File: src/include/sbc_regs.vh
/*
 Register offsets, field positions and timing counts of the charge-control block.
 Assumes inclusion by the charge-control design file only.
*/
`ifndef SBC_REGS_VH
`define SBC_REGS_VH
`define SBC_CYCLE_INIT 8'h0C
`define SBC_PACK_OPT 8'h28
`define SBC_GAUGE_OPT 8'h29
`define SBC_CYCLE_THR 8'h37
`define SBC_CHG_VOLT 8'h39
`define SBC_PRE_VOLT 8'h3B
`define SBC_FAST_RATE 8'h3D
`define SBC_MAINT_RATE 8'h3F
`define SBC_PRE_RATE 8'h41
`define SBC_PRE_TEMP 8'h43
`define SBC_TERM_PCT 8'h46
`define SBC_FULL_CLR_PCT 8'h47
`define SBC_TAPER_CUR 8'h48
`define SBC_TAPER_QUAL 8'h4A
`define SBC_OVERCHG 8'h4E
`define SBC_CHG_TEMP 8'h53
`define SBC_TEMP_HYST 8'h55
`define SBC_OV_MARGIN 8'h5A
`define SBC_OC_MARGIN 8'h5C
`define SBC_CELL_HIGH 8'h60
`define SBC_CELL_LOW 8'h62
`define SBC_SAFE_VOLT 8'h68
`define SBC_SAFE_TEMP 8'h6A
`define SBC_CELL_LOW_REL 8'hD1
`define SBC_BAL_START 8'hD9
`define SBC_BAL_MIN 8'hDB
`define SBC_BAL_PERIOD 8'hDC
`define SBC_CELL_HIGH_REL 8'hEF
`define SBC_EOD_THR 8'hF0
`define SBC_STATUS 8'hF1
`define SBC_CYCLE_CNT 8'hF2
`define SBC_REQ_CUR 8'hF3
`define SBC_PACK_DISPLAY_SOURCE_SELECT 7
`define SBC_PACK_LED_COUNT_HIGH 6
`define SBC_PACK_LED_COUNT_LOW 5
`define SBC_PACK_HPE 4
`define SBC_PACK_CPE 3
`define SBC_PACK_SM 2
`define SBC_GAUGE_CAPACITY_SYNC_ON_TERMINATION 6
`define SBC_GAUGE_EOD_COMPENSATION_ENABLE 4
`define SBC_GAUGE_OVERVOLTAGE_BASIS_SELECT 2
`define SBC_TEMP_FLOOR 16'h01AE
`define SBC_BAL_OFF 16'hFFFF
`define SBC_CLK_MHZ 200
`define SBC_TICK_CYCLES (`SBC_CLK_MHZ * 1000000)
`define SBC_TAPER_SEC 40
`endif

File: src/sbc_charge_ctrl.v
/*
 Charge-control and pack-option logic of a smart-battery gauge: current request,
 suspension, termination, capacity sync, cycle count and option decode.
 Assumes measurements arrive from logic on sys_clk; capacity updates are pulses.
*/
`timescale 1ns/1ps
`include "sbc_regs.vh"
module sbc_charge_ctrl
#(
    parameter TICK_CYCLES = `SBC_TICK_CYCLES
)
(
    // Clock and reset
    input wire sys_clk,
    input wire rst_n,
    input wire clk_en,
    // Register port
    input wire [7:0] reg_addr,
    input wire [15:0] reg_wdata,
    input wire reg_wr,
    input wire reg_rd,
    output reg [15:0] reg_rdata,
    // Measurements
    input wire [15:0] pack_voltage,
    input wire [15:0] pack_current,
    input wire charging,
    input wire signed [15:0] temperature,
    input wire [15:0] highest_cell_voltage,
    input wire [15:0] lowest_cell_voltage,
    input wire [15:0] computed_eod_threshold,
    input wire [15:0] full_charge_capacity,
    input wire [7:0] relative_soc,
    input wire [7:0] absolute_soc,
    input wire [15:0] charge_past_full,
    input wire [15:0] discharged_mah,
    input wire fast_term_event,
    input wire full_set_event,
    // Charger requests
    output reg [15:0] charge_voltage_request,
    output reg [15:0] charge_current_request,
    // Capacity sync
    output reg remaining_capacity_load,
    output reg [15:0] remaining_capacity,
    // Status
    output reg fully_charged,
    output reg [15:0] cycle_count,
    output reg balance_start,
    output reg safety_overvoltage,
    output wire overvoltage_suspend,
    output wire overtemp_suspend,
    output wire overcurrent_suspend,
    output wire overcharge_suspend,
    output wire taper_terminated,
    // Pack and gauge options
    output wire display_source_select,
    output wire [2:0] led_count,
    output wire host_alarm_crc_enable,
    output wire charger_broadcast_crc_enable,
    output wire broadcast_enable,
    output wire [2:0] series_cells,
    output wire [15:0] eod_threshold
);

// ----------------------------------------
// Register file
// ----------------------------------------
reg [15:0] cycle_init_reg, cycle_thr_reg, chg_volt_reg, pre_volt_reg;
reg [15:0] fast_rate_reg, maint_rate_reg, pre_rate_reg, taper_cur_reg;
reg [15:0] overchg_reg, chg_temp_reg, ov_margin_reg, oc_margin_reg;
reg [15:0] cell_high_reg, cell_low_reg, safe_volt_reg, safe_temp_reg;
reg [15:0] cell_low_rel_reg, bal_start_reg, eod_thr_reg;
reg [7:0] pack_opt_reg, gauge_opt_reg, pre_temp_reg, term_pct_reg;
reg [7:0] full_clr_reg, taper_qual_reg, temp_hyst_reg, bal_min_reg;
reg [7:0] bal_period_reg, cell_high_rel_reg;
reg [15:0] rdata_next;

always @(posedge sys_clk)
begin
    if (!rst_n)
    begin
        cycle_init_reg <= 16'h0000;
        cycle_thr_reg <= 16'h0000;
        chg_volt_reg <= 16'h0000;
        pre_volt_reg <= 16'h0000;
        fast_rate_reg <= 16'h0000;
        maint_rate_reg <= 16'h0000;
        pre_rate_reg <= 16'h0000;
        taper_cur_reg <= 16'h0000;
        overchg_reg <= 16'hFFFF;
        chg_temp_reg <= 16'h7FFF;
        ov_margin_reg <= 16'h0000;
        oc_margin_reg <= 16'h7FFF;
        cell_high_reg <= 16'h0000;
        cell_low_reg <= 16'h0000;
        safe_volt_reg <= 16'hFFFF;
        safe_temp_reg <= 16'h0000;
        cell_low_rel_reg <= 16'h0000;
        bal_start_reg <= `SBC_BAL_OFF;
        eod_thr_reg <= 16'h0000;
        pack_opt_reg <= 8'h00;
        gauge_opt_reg <= 8'h00;
        pre_temp_reg <= 8'h00;
        term_pct_reg <= 8'hFF;
        full_clr_reg <= 8'h00;
        taper_qual_reg <= 8'h00;
        temp_hyst_reg <= 8'h00;
        bal_min_reg <= 8'h00;
        bal_period_reg <= 8'h00;
        cell_high_rel_reg <= 8'h00;
    end
    else if (clk_en && reg_wr)
    begin
        case (reg_addr)
            `SBC_CYCLE_INIT: cycle_init_reg <= reg_wdata;
            `SBC_CYCLE_THR: cycle_thr_reg <= reg_wdata;
            `SBC_CHG_VOLT: chg_volt_reg <= reg_wdata;
            `SBC_PRE_VOLT: pre_volt_reg <= reg_wdata;
            `SBC_FAST_RATE: fast_rate_reg <= reg_wdata;
            `SBC_MAINT_RATE: maint_rate_reg <= reg_wdata;
            `SBC_PRE_RATE: pre_rate_reg <= reg_wdata;
            `SBC_TAPER_CUR: taper_cur_reg <= reg_wdata;
            `SBC_OVERCHG: overchg_reg <= reg_wdata;
            `SBC_CHG_TEMP: chg_temp_reg <= reg_wdata;
            `SBC_OV_MARGIN: ov_margin_reg <= reg_wdata;
            `SBC_OC_MARGIN: oc_margin_reg <= reg_wdata;
            `SBC_CELL_HIGH: cell_high_reg <= reg_wdata;
            `SBC_CELL_LOW: cell_low_reg <= reg_wdata;
            `SBC_SAFE_VOLT: safe_volt_reg <= reg_wdata;
            `SBC_SAFE_TEMP: safe_temp_reg <= reg_wdata;
            `SBC_CELL_LOW_REL: cell_low_rel_reg <= reg_wdata;
            `SBC_BAL_START: bal_start_reg <= reg_wdata;
            `SBC_EOD_THR: eod_thr_reg <= reg_wdata;
            `SBC_PACK_OPT: pack_opt_reg <= reg_wdata[7:0];
            `SBC_GAUGE_OPT: gauge_opt_reg <= {1'b0, reg_wdata[6:0]};
            `SBC_PRE_TEMP: pre_temp_reg <= reg_wdata[7:0];
            `SBC_TERM_PCT: term_pct_reg <= reg_wdata[7:0];
            `SBC_FULL_CLR_PCT: full_clr_reg <= reg_wdata[7:0];
            `SBC_TAPER_QUAL: taper_qual_reg <= reg_wdata[7:0];
            `SBC_TEMP_HYST: temp_hyst_reg <= reg_wdata[7:0];
            `SBC_BAL_MIN: bal_min_reg <= reg_wdata[7:0];
            `SBC_BAL_PERIOD: bal_period_reg <= reg_wdata[7:0];
            `SBC_CELL_HIGH_REL: cell_high_rel_reg <= reg_wdata[7:0];
            default: ;
        endcase
    end
end

// ----------------------------------------
// Option decode
// ----------------------------------------
function [2:0] led_decode;
    input [1:0] bits;
    begin
        case (bits)
            2'b01: led_decode = 3'h3;
            2'b10: led_decode = 3'h4;
            default: led_decode = 3'h5;
        endcase
    end
endfunction

assign display_source_select = pack_opt_reg[`SBC_PACK_DISPLAY_SOURCE_SELECT];
assign led_count = led_decode(pack_opt_reg[`SBC_PACK_LED_COUNT_HIGH:`SBC_PACK_LED_COUNT_LOW]);
assign host_alarm_crc_enable = pack_opt_reg[`SBC_PACK_HPE];
assign charger_broadcast_crc_enable = pack_opt_reg[`SBC_PACK_CPE];
// Driven only from this bit, so battery-mode writes cannot revive it
assign broadcast_enable = ~pack_opt_reg[`SBC_PACK_SM];
// Only the low bit is defined; value 0 means four cells
assign series_cells = pack_opt_reg[0] ? 3'h3 : 3'h4;
assign eod_threshold = gauge_opt_reg[`SBC_GAUGE_EOD_COMPENSATION_ENABLE] ?
    computed_eod_threshold : eod_thr_reg;

// ----------------------------------------
// Charge conditions
// ----------------------------------------
wire [16:0] ov_limit = {1'b0, chg_volt_reg} + {1'b0, ov_margin_reg};
wire [16:0] oc_limit = {1'b0, charge_current_request} + {1'b0, oc_margin_reg};
wire [16:0] taper_floor = {1'b0, chg_volt_reg} - {9'h000, taper_qual_reg};
wire [16:0] temp_release = {chg_temp_reg[15], chg_temp_reg} -
    {9'h000, temp_hyst_reg} * 17'h0000A;
wire [18:0] cell_sum = {3'h0, highest_cell_voltage} * {16'h0000, series_cells};
wire signed [16:0] temp_ext = {temperature[15], temperature};
reg ot_reg, oc_reg, term_reg, taper_reg;
reg [31:0] tick_cnt_reg;
reg [5:0] taper_sec_reg;
reg [7:0] bal_sec_reg;
wire tick = (tick_cnt_reg == TICK_CYCLES - 1);
wire taper_qual = charging && ({1'b0, pack_voltage} >= taper_floor)
    && (pack_current < taper_cur_reg);

assign overvoltage_suspend = charging && ({1'b0, pack_voltage} > ov_limit);
assign overtemp_suspend = ot_reg;
assign overcurrent_suspend = oc_reg;
assign overcharge_suspend = charging && (charge_past_full >= overchg_reg);
assign taper_terminated = taper_reg;

wire suspend = overvoltage_suspend | ot_reg | oc_reg | overcharge_suspend;
wire pre_cond = (pack_voltage < eod_threshold)
    || (temp_ext >= 17'sh00000 && temp_ext < $signed({9'h000, pre_temp_reg}))
    || (pack_voltage < pre_volt_reg);
wire taper_done = taper_qual && !term_reg && taper_sec_reg == `SBC_TAPER_SEC - 1 && tick;
wire term_now = fast_term_event | taper_done;

always @(posedge sys_clk)
begin
    if (!rst_n)
    begin
        ot_reg <= 1'b0;
        oc_reg <= 1'b0;
        term_reg <= 1'b0;
        taper_reg <= 1'b0;
        tick_cnt_reg <= 32'h00000000;
        taper_sec_reg <= 6'h00;
        bal_sec_reg <= 8'h00;
        balance_start <= 1'b0;
        charge_current_request <= 16'h0000;
        charge_voltage_request <= 16'h0000;
        safety_overvoltage <= 1'b0;
    end
    else if (clk_en)
    begin
        tick_cnt_reg <= tick ? 32'h00000000 : tick_cnt_reg + 32'h00000001;
        charge_voltage_request <= chg_volt_reg;
        // Hysteresis held in whole degrees, temperature in tenths
        if (temp_ext > $signed({chg_temp_reg[15], chg_temp_reg}))
            ot_reg <= 1'b1;
        else if (temp_ext <= $signed(temp_release) || temp_ext <= $signed({1'b0, `SBC_TEMP_FLOOR}))
            ot_reg <= 1'b0;
        if (charging && {1'b0, pack_current} >= oc_limit && charge_current_request != 16'h0000)
            oc_reg <= 1'b1;
        else if (!charging)
            oc_reg <= 1'b0;
        // Seconds counter; a voltage dip below the floor or current at or above the limit restarts the 40 s window
        if (!taper_qual)
            taper_sec_reg <= 6'h00;
        else if (tick && taper_sec_reg != `SBC_TAPER_SEC - 1)
            taper_sec_reg <= taper_sec_reg + 6'h01;
        if (taper_done)
            taper_reg <= 1'b1;
        else if (!charging)
            taper_reg <= 1'b0;
        if (term_now)
            term_reg <= 1'b1;
        else if (!charging)
            term_reg <= 1'b0;
        balance_start <= 1'b0;
        if (tick)
        begin
            if (bal_sec_reg != 8'h00)
                bal_sec_reg <= bal_sec_reg - 8'h01;
            else if (bal_start_reg != `SBC_BAL_OFF && highest_cell_voltage >= bal_start_reg
                     && highest_cell_voltage - lowest_cell_voltage >= {8'h00, bal_min_reg})
            begin
                balance_start <= 1'b1;
                bal_sec_reg <= bal_period_reg;
            end
        end
        safety_overvoltage <= gauge_opt_reg[`SBC_GAUGE_OVERVOLTAGE_BASIS_SELECT] ?
            (cell_sum > {3'h0, safe_volt_reg}) : (pack_voltage > safe_volt_reg);
        // Suspension first; once terminated, zero also held while the taper condition lasts
        if (suspend || term_now || (term_reg && taper_qual))
            charge_current_request <= 16'h0000;
        else if (pre_cond)
            charge_current_request <= pre_rate_reg;
        else if (term_reg)
            charge_current_request <= maint_rate_reg;
        else
            charge_current_request <= fast_rate_reg;
    end
end

// ----------------------------------------
// Capacity, full flag and cycle count
// ----------------------------------------
wire [23:0] sync_product = full_charge_capacity * ({8'h00, term_pct_reg} + 16'h0001);
reg [15:0] disch_base_reg;

always @(posedge sys_clk)
begin
    if (!rst_n)
    begin
        remaining_capacity_load <= 1'b0;
        remaining_capacity <= 16'h0000;
        fully_charged <= 1'b0;
        cycle_count <= 16'h0000;
        disch_base_reg <= 16'h0000;
    end
    else if (clk_en)
    begin
        remaining_capacity_load <= term_now && gauge_opt_reg[`SBC_GAUGE_CAPACITY_SYNC_ON_TERMINATION];
        if (term_now && gauge_opt_reg[`SBC_GAUGE_CAPACITY_SYNC_ON_TERMINATION])
            remaining_capacity <= sync_product[23:8];
        // Set wins over clear in the same cycle
        if (full_set_event)
            fully_charged <= 1'b1;
        else if (relative_soc <= full_clr_reg)
            fully_charged <= 1'b0;
        if (reg_wr && reg_addr == `SBC_CYCLE_INIT)
            cycle_count <= reg_wdata;
        else if (cycle_thr_reg != 16'h0000 && discharged_mah - disch_base_reg >= cycle_thr_reg)
        begin
            cycle_count <= cycle_count + 16'h0001;
            disch_base_reg <= disch_base_reg + cycle_thr_reg;
        end
    end
end

// ----------------------------------------
// Read port
// ----------------------------------------
always @*
begin
    case (reg_addr)
        `SBC_CYCLE_INIT: rdata_next = cycle_init_reg;
        `SBC_CYCLE_THR: rdata_next = cycle_thr_reg;
        `SBC_CHG_VOLT: rdata_next = chg_volt_reg;
        `SBC_PRE_VOLT: rdata_next = pre_volt_reg;
        `SBC_FAST_RATE: rdata_next = fast_rate_reg;
        `SBC_MAINT_RATE: rdata_next = maint_rate_reg;
        `SBC_PRE_RATE: rdata_next = pre_rate_reg;
        `SBC_TAPER_CUR: rdata_next = taper_cur_reg;
        `SBC_OVERCHG: rdata_next = overchg_reg;
        `SBC_CHG_TEMP: rdata_next = chg_temp_reg;
        `SBC_OV_MARGIN: rdata_next = ov_margin_reg;
        `SBC_OC_MARGIN: rdata_next = oc_margin_reg;
        `SBC_CELL_HIGH: rdata_next = cell_high_reg;
        `SBC_CELL_LOW: rdata_next = cell_low_reg;
        `SBC_SAFE_VOLT: rdata_next = safe_volt_reg;
        `SBC_SAFE_TEMP: rdata_next = safe_temp_reg;
        `SBC_CELL_LOW_REL: rdata_next = cell_low_rel_reg;
        `SBC_BAL_START: rdata_next = bal_start_reg;
        `SBC_EOD_THR: rdata_next = eod_thr_reg;
        `SBC_PACK_OPT: rdata_next = {8'h00, pack_opt_reg};
        `SBC_GAUGE_OPT: rdata_next = {8'h00, gauge_opt_reg};
        `SBC_PRE_TEMP: rdata_next = {8'h00, pre_temp_reg};
        `SBC_TERM_PCT: rdata_next = {8'h00, term_pct_reg};
        `SBC_FULL_CLR_PCT: rdata_next = {8'h00, full_clr_reg};
        `SBC_TAPER_QUAL: rdata_next = {8'h00, taper_qual_reg};
        `SBC_TEMP_HYST: rdata_next = {8'h00, temp_hyst_reg};
        `SBC_BAL_MIN: rdata_next = {8'h00, bal_min_reg};
        `SBC_BAL_PERIOD: rdata_next = {8'h00, bal_period_reg};
        `SBC_CELL_HIGH_REL: rdata_next = {8'h00, cell_high_rel_reg};
        `SBC_STATUS: rdata_next = {8'h00, safety_overvoltage, fully_charged, taper_reg,
            term_reg, overcharge_suspend, oc_reg, ot_reg, overvoltage_suspend};
        `SBC_CYCLE_CNT: rdata_next = cycle_count;
        `SBC_REQ_CUR: rdata_next = charge_current_request;
        default: rdata_next = 16'h0000;
    endcase
end

always @(posedge sys_clk)
begin
    if (!rst_n)
        reg_rdata <= 16'h0000;
    else if (clk_en)
        reg_rdata <= reg_rd ? rdata_next : 16'h0000;
end

endmodule

File: config.mk
export PLATFORM = sky130hd
export DESIGN_NAME = sbc_charge_ctrl
export DESIGN_NICKNAME = d
export VERILOG_FILES = /design/src/sbc_charge_ctrl.v
export VERILOG_INCLUDE_DIRS = /design/src /design/src/include
export SDC_FILE = /design/constraint.sdc
export NUM_CORES = 2
export LEC_CHECK = 0
export ABC_CLOCK_PERIOD_IN_PS = 6300
export BUFFER_PORTS_ARGS = -buffer_cell sky130_fd_sc_hd__buf_2
export CAP_MARGIN = 20
export CORE_UTILIZATION = 40
export CTS_CLUSTER_DIAMETER = 150
export DETAILED_ROUTE_END_ITERATION = 16
export PLACE_DENSITY = 0.56
export SLEW_MARGIN = 0
export SYNTH_ARGS = -nofsm -noshare
export SYNTH_HDL_FRONTEND = slang
export SYNTH_SLANG_ARGS = --single-unit
export TNS_END_PERCENT = 50
File: constraint.sdc
create_clock -name sys_clk -period 6.3 [get_ports sys_clk]
set_clock_uncertainty 0.2 [all_clocks]
set_input_delay 0 -clock sys_clk [delete_from_list [all_inputs] [get_ports sys_clk]]
set_output_delay 0 -clock sys_clk [all_outputs]
set_load 0.01 [all_outputs]
==> impl_metrics.csv <==
group,metric,value,unit
layout,nets,5860,
die,start_util,0.403,
drt,drtIter0Drc,4299,
synthesis,synth_seq_area_share,0.274,
sta,timing.max_slew.rel_slack,0.160,
power_and_ir_drop,p_leak,0.0189,uW
sta,rsz0062_at_grt,"no",
sta,tightest_slew,1250,ps
die,die_y,314,um
worst_setup_path,cpMaxStageDelayCell,"dlygate4sd3_1",
drt,wl,165,mm
sta,fin_tns_setup,0,ps
synthesis,yosys_warnings,0,
clock_network,cts_tree,"done",
hold_path,min_path_type,"primary input to register",
worst_setup_path,crit_required,6580,ps
drt,vias_per_cell,5.87,
worst_setup_path,cp-end-kind,"register",
placed_design,io_buffer_count,298,
synthesis,synth_compound_area_frac,0.197,
clock_network,path_clk_slew,60,ps
worst_setup_path,worst_path_most_repeated_cell,"fa_1",
synthesis,synthAdderAreaFrac,0.187,
sta,max_freq,0.166,GHz
worst_setup_path,crit_buf_inv,5,
power_and_ir_drop,powerDensity,187,mW/mm^2
status,status,"complete, no violations",
synthesis,synth_xor_area_frac,0.0338,
synthesis,syn_inst,4907,
hold_path,min_path_cells,4,
drt,route.detailed.drc,0,
placed_design,gp_congestion,1.03,
drt,wl_per_cell,25.4,um
sta,hold_ws,51.4,ps
sta,finalCritPeriodShare,0.958,
layout,filler_cell_count,9671,
synthesis,async_reset_ff_frac,0,
layout,drive_gt1_frac,0.119,
layout,area_growth,14.9,%
synthesis,synthesis.nets,5617,
global_routing,grtUsageTotal,0.327,
worst_setup_path,start_kind,"register",
worst_setup_path,reg2reg_depth,20,
synthesis,syn_area,0.0389,mm^2
clock_network,cts_setup_buffers,0,
synthesis,synth_seq_cells,533,
sta,drv_slew,0,
synthesis,yosys-mux-area-fraction,0.0252,
worst_setup_path,cp_max_fo,8,
sta,setup_viol,0,
die,die_area,0.0985,mm^2
worst_setup_path,timing.rr.start,"term_pct_reg[1]$_SDFFE_PN1P_",
clock_network,clk_latency,630,ps
worst_setup_path,path_depth,20,
power_and_ir_drop,ir_drop,157,uV
placed_design,dpl.cell_count,6307,
worst_setup_path,path_cells,"ha_2, xor2_1, buf_4, nand2_1, fa_1, inv_1, fa_1, inv_1, fa_1, fa_1, inv_1, ha_1, nor3_1, o41ai_2, dlygate4sd3_1, and3_1, o21ai_0, or3b_2, nand3_1, a21oi_1",
global_routing,grt_max_degree,166,
sta,fin_crit,6040,ps
synthesis,ys_types,103,
drt,firstDrtPassIters,7,
drt,num_vias,38000,
die,core_area,0.0966,mm^2
global_routing,grt_remaining_overflow,0,
clock_network,htree_levels,3,
worst_setup_path,critPathTopFamily,"adder cells",
die,die_w,314,um
synthesis,synthSimpleGateAreaFrac,0.215,
worst_setup_path,critPathLaunch,"term_pct_reg[1]$_SDFFE_PN1P_",
global_routing,antenna_found_initial,3,
worst_setup_path,worstPathArrival,6320,ps
placed_design,placed_area,0.0418,mm^2
sta,final-hold-violation-count,0,
hold_path,hold_start,"pack_voltage[15]",
die,std_cell_rows,114,
clock_network,cts_buffers,67,
layout,stdcell_count,6478,
synthesis,syn_area_per_cell,7.93,um^2
global_routing,grt_pass1_vias,35500,
placed_design,dp_hpwl,122,mm
layout,post-route-cell-area,0.0447,mm^2
synthesis,synthFlopType,"dfxtp_1",
clock_network,cts_sinks,533,
global_routing,grt_pass1_wl,240,mm
synthesis,synth_top_family_by_area,"simple AND/OR/NAND/NOR gates",
synthesis,synth_edf_count,0,
drt,ant_nets,0,
flow_run,drv_cap,0,
worst_setup_path,critPathKind,"register to register",
layout,largest_register_ffs,32,
clock_network,cts-root-buf,"clkbuf_16",
clock_network,clock_path_buffers,3,
power_and_ir_drop,finalPower,8350,uW
die,io-pin-count,307,
worst_setup_path,slowest_delay,600,ps
-- cell usage after synthesis (all sizes together) (12+ instances only) --
cell type,number,area share
nand2b,70,0.011
clkbuf,216,0.021
nand4,83,0.013
a31oi,18,0.0029
a21oi,470,0.061
nor4,45,0.0097
xnor2,82,0.018
and2,112,0.018
or3,18,0.0029
o21a,32,0.0062
o22ai,21,0.0034
a221oi,49,0.011
buf,52,0.0072
inv,400,0.039
xor2,68,0.015
a22o,45,0.010
o211ai,78,0.015
o21bai,16,0.0031
nand2,910,0.088
nand3,116,0.015
a222oi,32,0.0082
dfxtp,533,0.27
a21o,89,0.017
fa,106,0.055
nor3,77,0.010
a22oi,66,0.013
nor2b,38,0.0061
a2111oi,12,0.0032
and3,39,0.0063
mux2,20,0.0059
and4,16,0.0036
ha,412,0.13
o21ai,137,0.019
nor2,189,0.018
mux2i,75,0.019
a211oi,15,0.0030
-- worst register-to-register path: cells and delay by family (launching register included) --
family / cells / cell delay, ps
buffers and inverters: 5 / 1010
XOR/XNOR: 1 / 480
AND/OR/NAND/NOR: 5 / 1080
AO/OA/AOI/OAI: 3 / 330
adder cells (fa/ha/maj): 6 / 2430
flip-flops: 1 / 350
-- where the power goes --
part	internal (uW)	total [uW]	leakage [uW]	switching, uW
clock	2460	4110	0.00112	1650
sequential	3380	3380	0.00429	7.77
combinational	291	860	0.0135	569
-- cell usage in the layout (no fill, tap or decap), types with 38 or more instances in the layout --
| cell | n |
|---|---|
| fa_1 | 106 |
| a22oi_1 | 66 |
| buf_2 | 296 |
| inv_1 | 398 |
| dlygate4sd3_1 | 48 |
| nand4_1 | 83 |
| buf_4 | 90 |
| o21ai_0 | 117 |
| nor2_1 | 185 |
| mux2i_1 | 75 |
| and2_1 | 108 |
| a22o_1 | 45 |
| xnor2_1 | 82 |
| clkbuf_16 | 68 |
| nor3_1 | 62 |
| and3_1 | 38 |
| nor2b_1 | 38 |
| nand2b_1 | 69 |
| o211ai_1 | 78 |
| dfxtp_1 | 531 |
| a21oi_1 | 463 |
| a21o_1 | 88 |
| xor2_1 | 68 |
| ha_1 | 411 |
| nand2_1 | 909 |
| nand3_1 | 116 |
| a221oi_1 | 49 |
-- cells by family (layout without fill, tap and decap cells) --
group                    Yosys count  count (layout)
AO/OA/AOI/OAI                   1171            1171
adder cells (fa/ha/maj)          518             518
AND/OR/NAND/NOR                 1771            1771
flip-flops                       533             533
multiplexers                      95              95
other                              1               6
XOR/XNOR                         150             150
buffers and inverters            668             958
-- worst paths after layout --
path | end | slack (ps)
setup / recovery | remaining_capacity[2]$_SDFFE_PN0P_ | 260
hold / removal | safety_overvoltage$_SDFFE_PN0P_ | 50
setup reg to reg | remaining_capacity[2]$_SDFFE_PN0P_ | 260
hold reg to reg | remaining_capacity[14]$_SDFFE_PN0P_ | 250
-- area by class of cell --
cell class                      count  area, um^2  share of cell area
Multi-Input combinational cell   3706       25800               0.578
Sequential cell                   533       10700               0.239
Clock buffer                       83        1850              0.0414
Timing Repair Buffer              442        2760              0.0618
Antenna cell                        5        12.5            0.000280
Inverter                          400        1510              0.0338
Clock inverter                     33         438             0.00980
Tap cell                         1276        1600              0.0357
-- layer usage --
metal  vias up  part of all wire  GRT usage
met5         -                 0          0
met4         0             0.061      0.170
met3       406             0.079     0.0523
met2      1719              0.44      0.510
met1     18200              0.42      0.435
li1      17700                 -          -
-- per-stage QoR --
step                      utilization  worst slack (ps)
after global routing            0.462              20.6
after CTS                       0.462              18.5
after detailed placement        0.433              22.1
final                           0.463               264
after floorplan                     -               328
after global placement          0.433              66.8
-- what timing repair did --
action | 4_1_cts | 5_1_grt
gates resized for setup | 0 | 9
hold buffers | 48 | 0
endpoints found under the setup margin | 0 | 6
hold endpoints to repair | 440 | 0
Note: power is estimated with default switching activity, not from simulation.
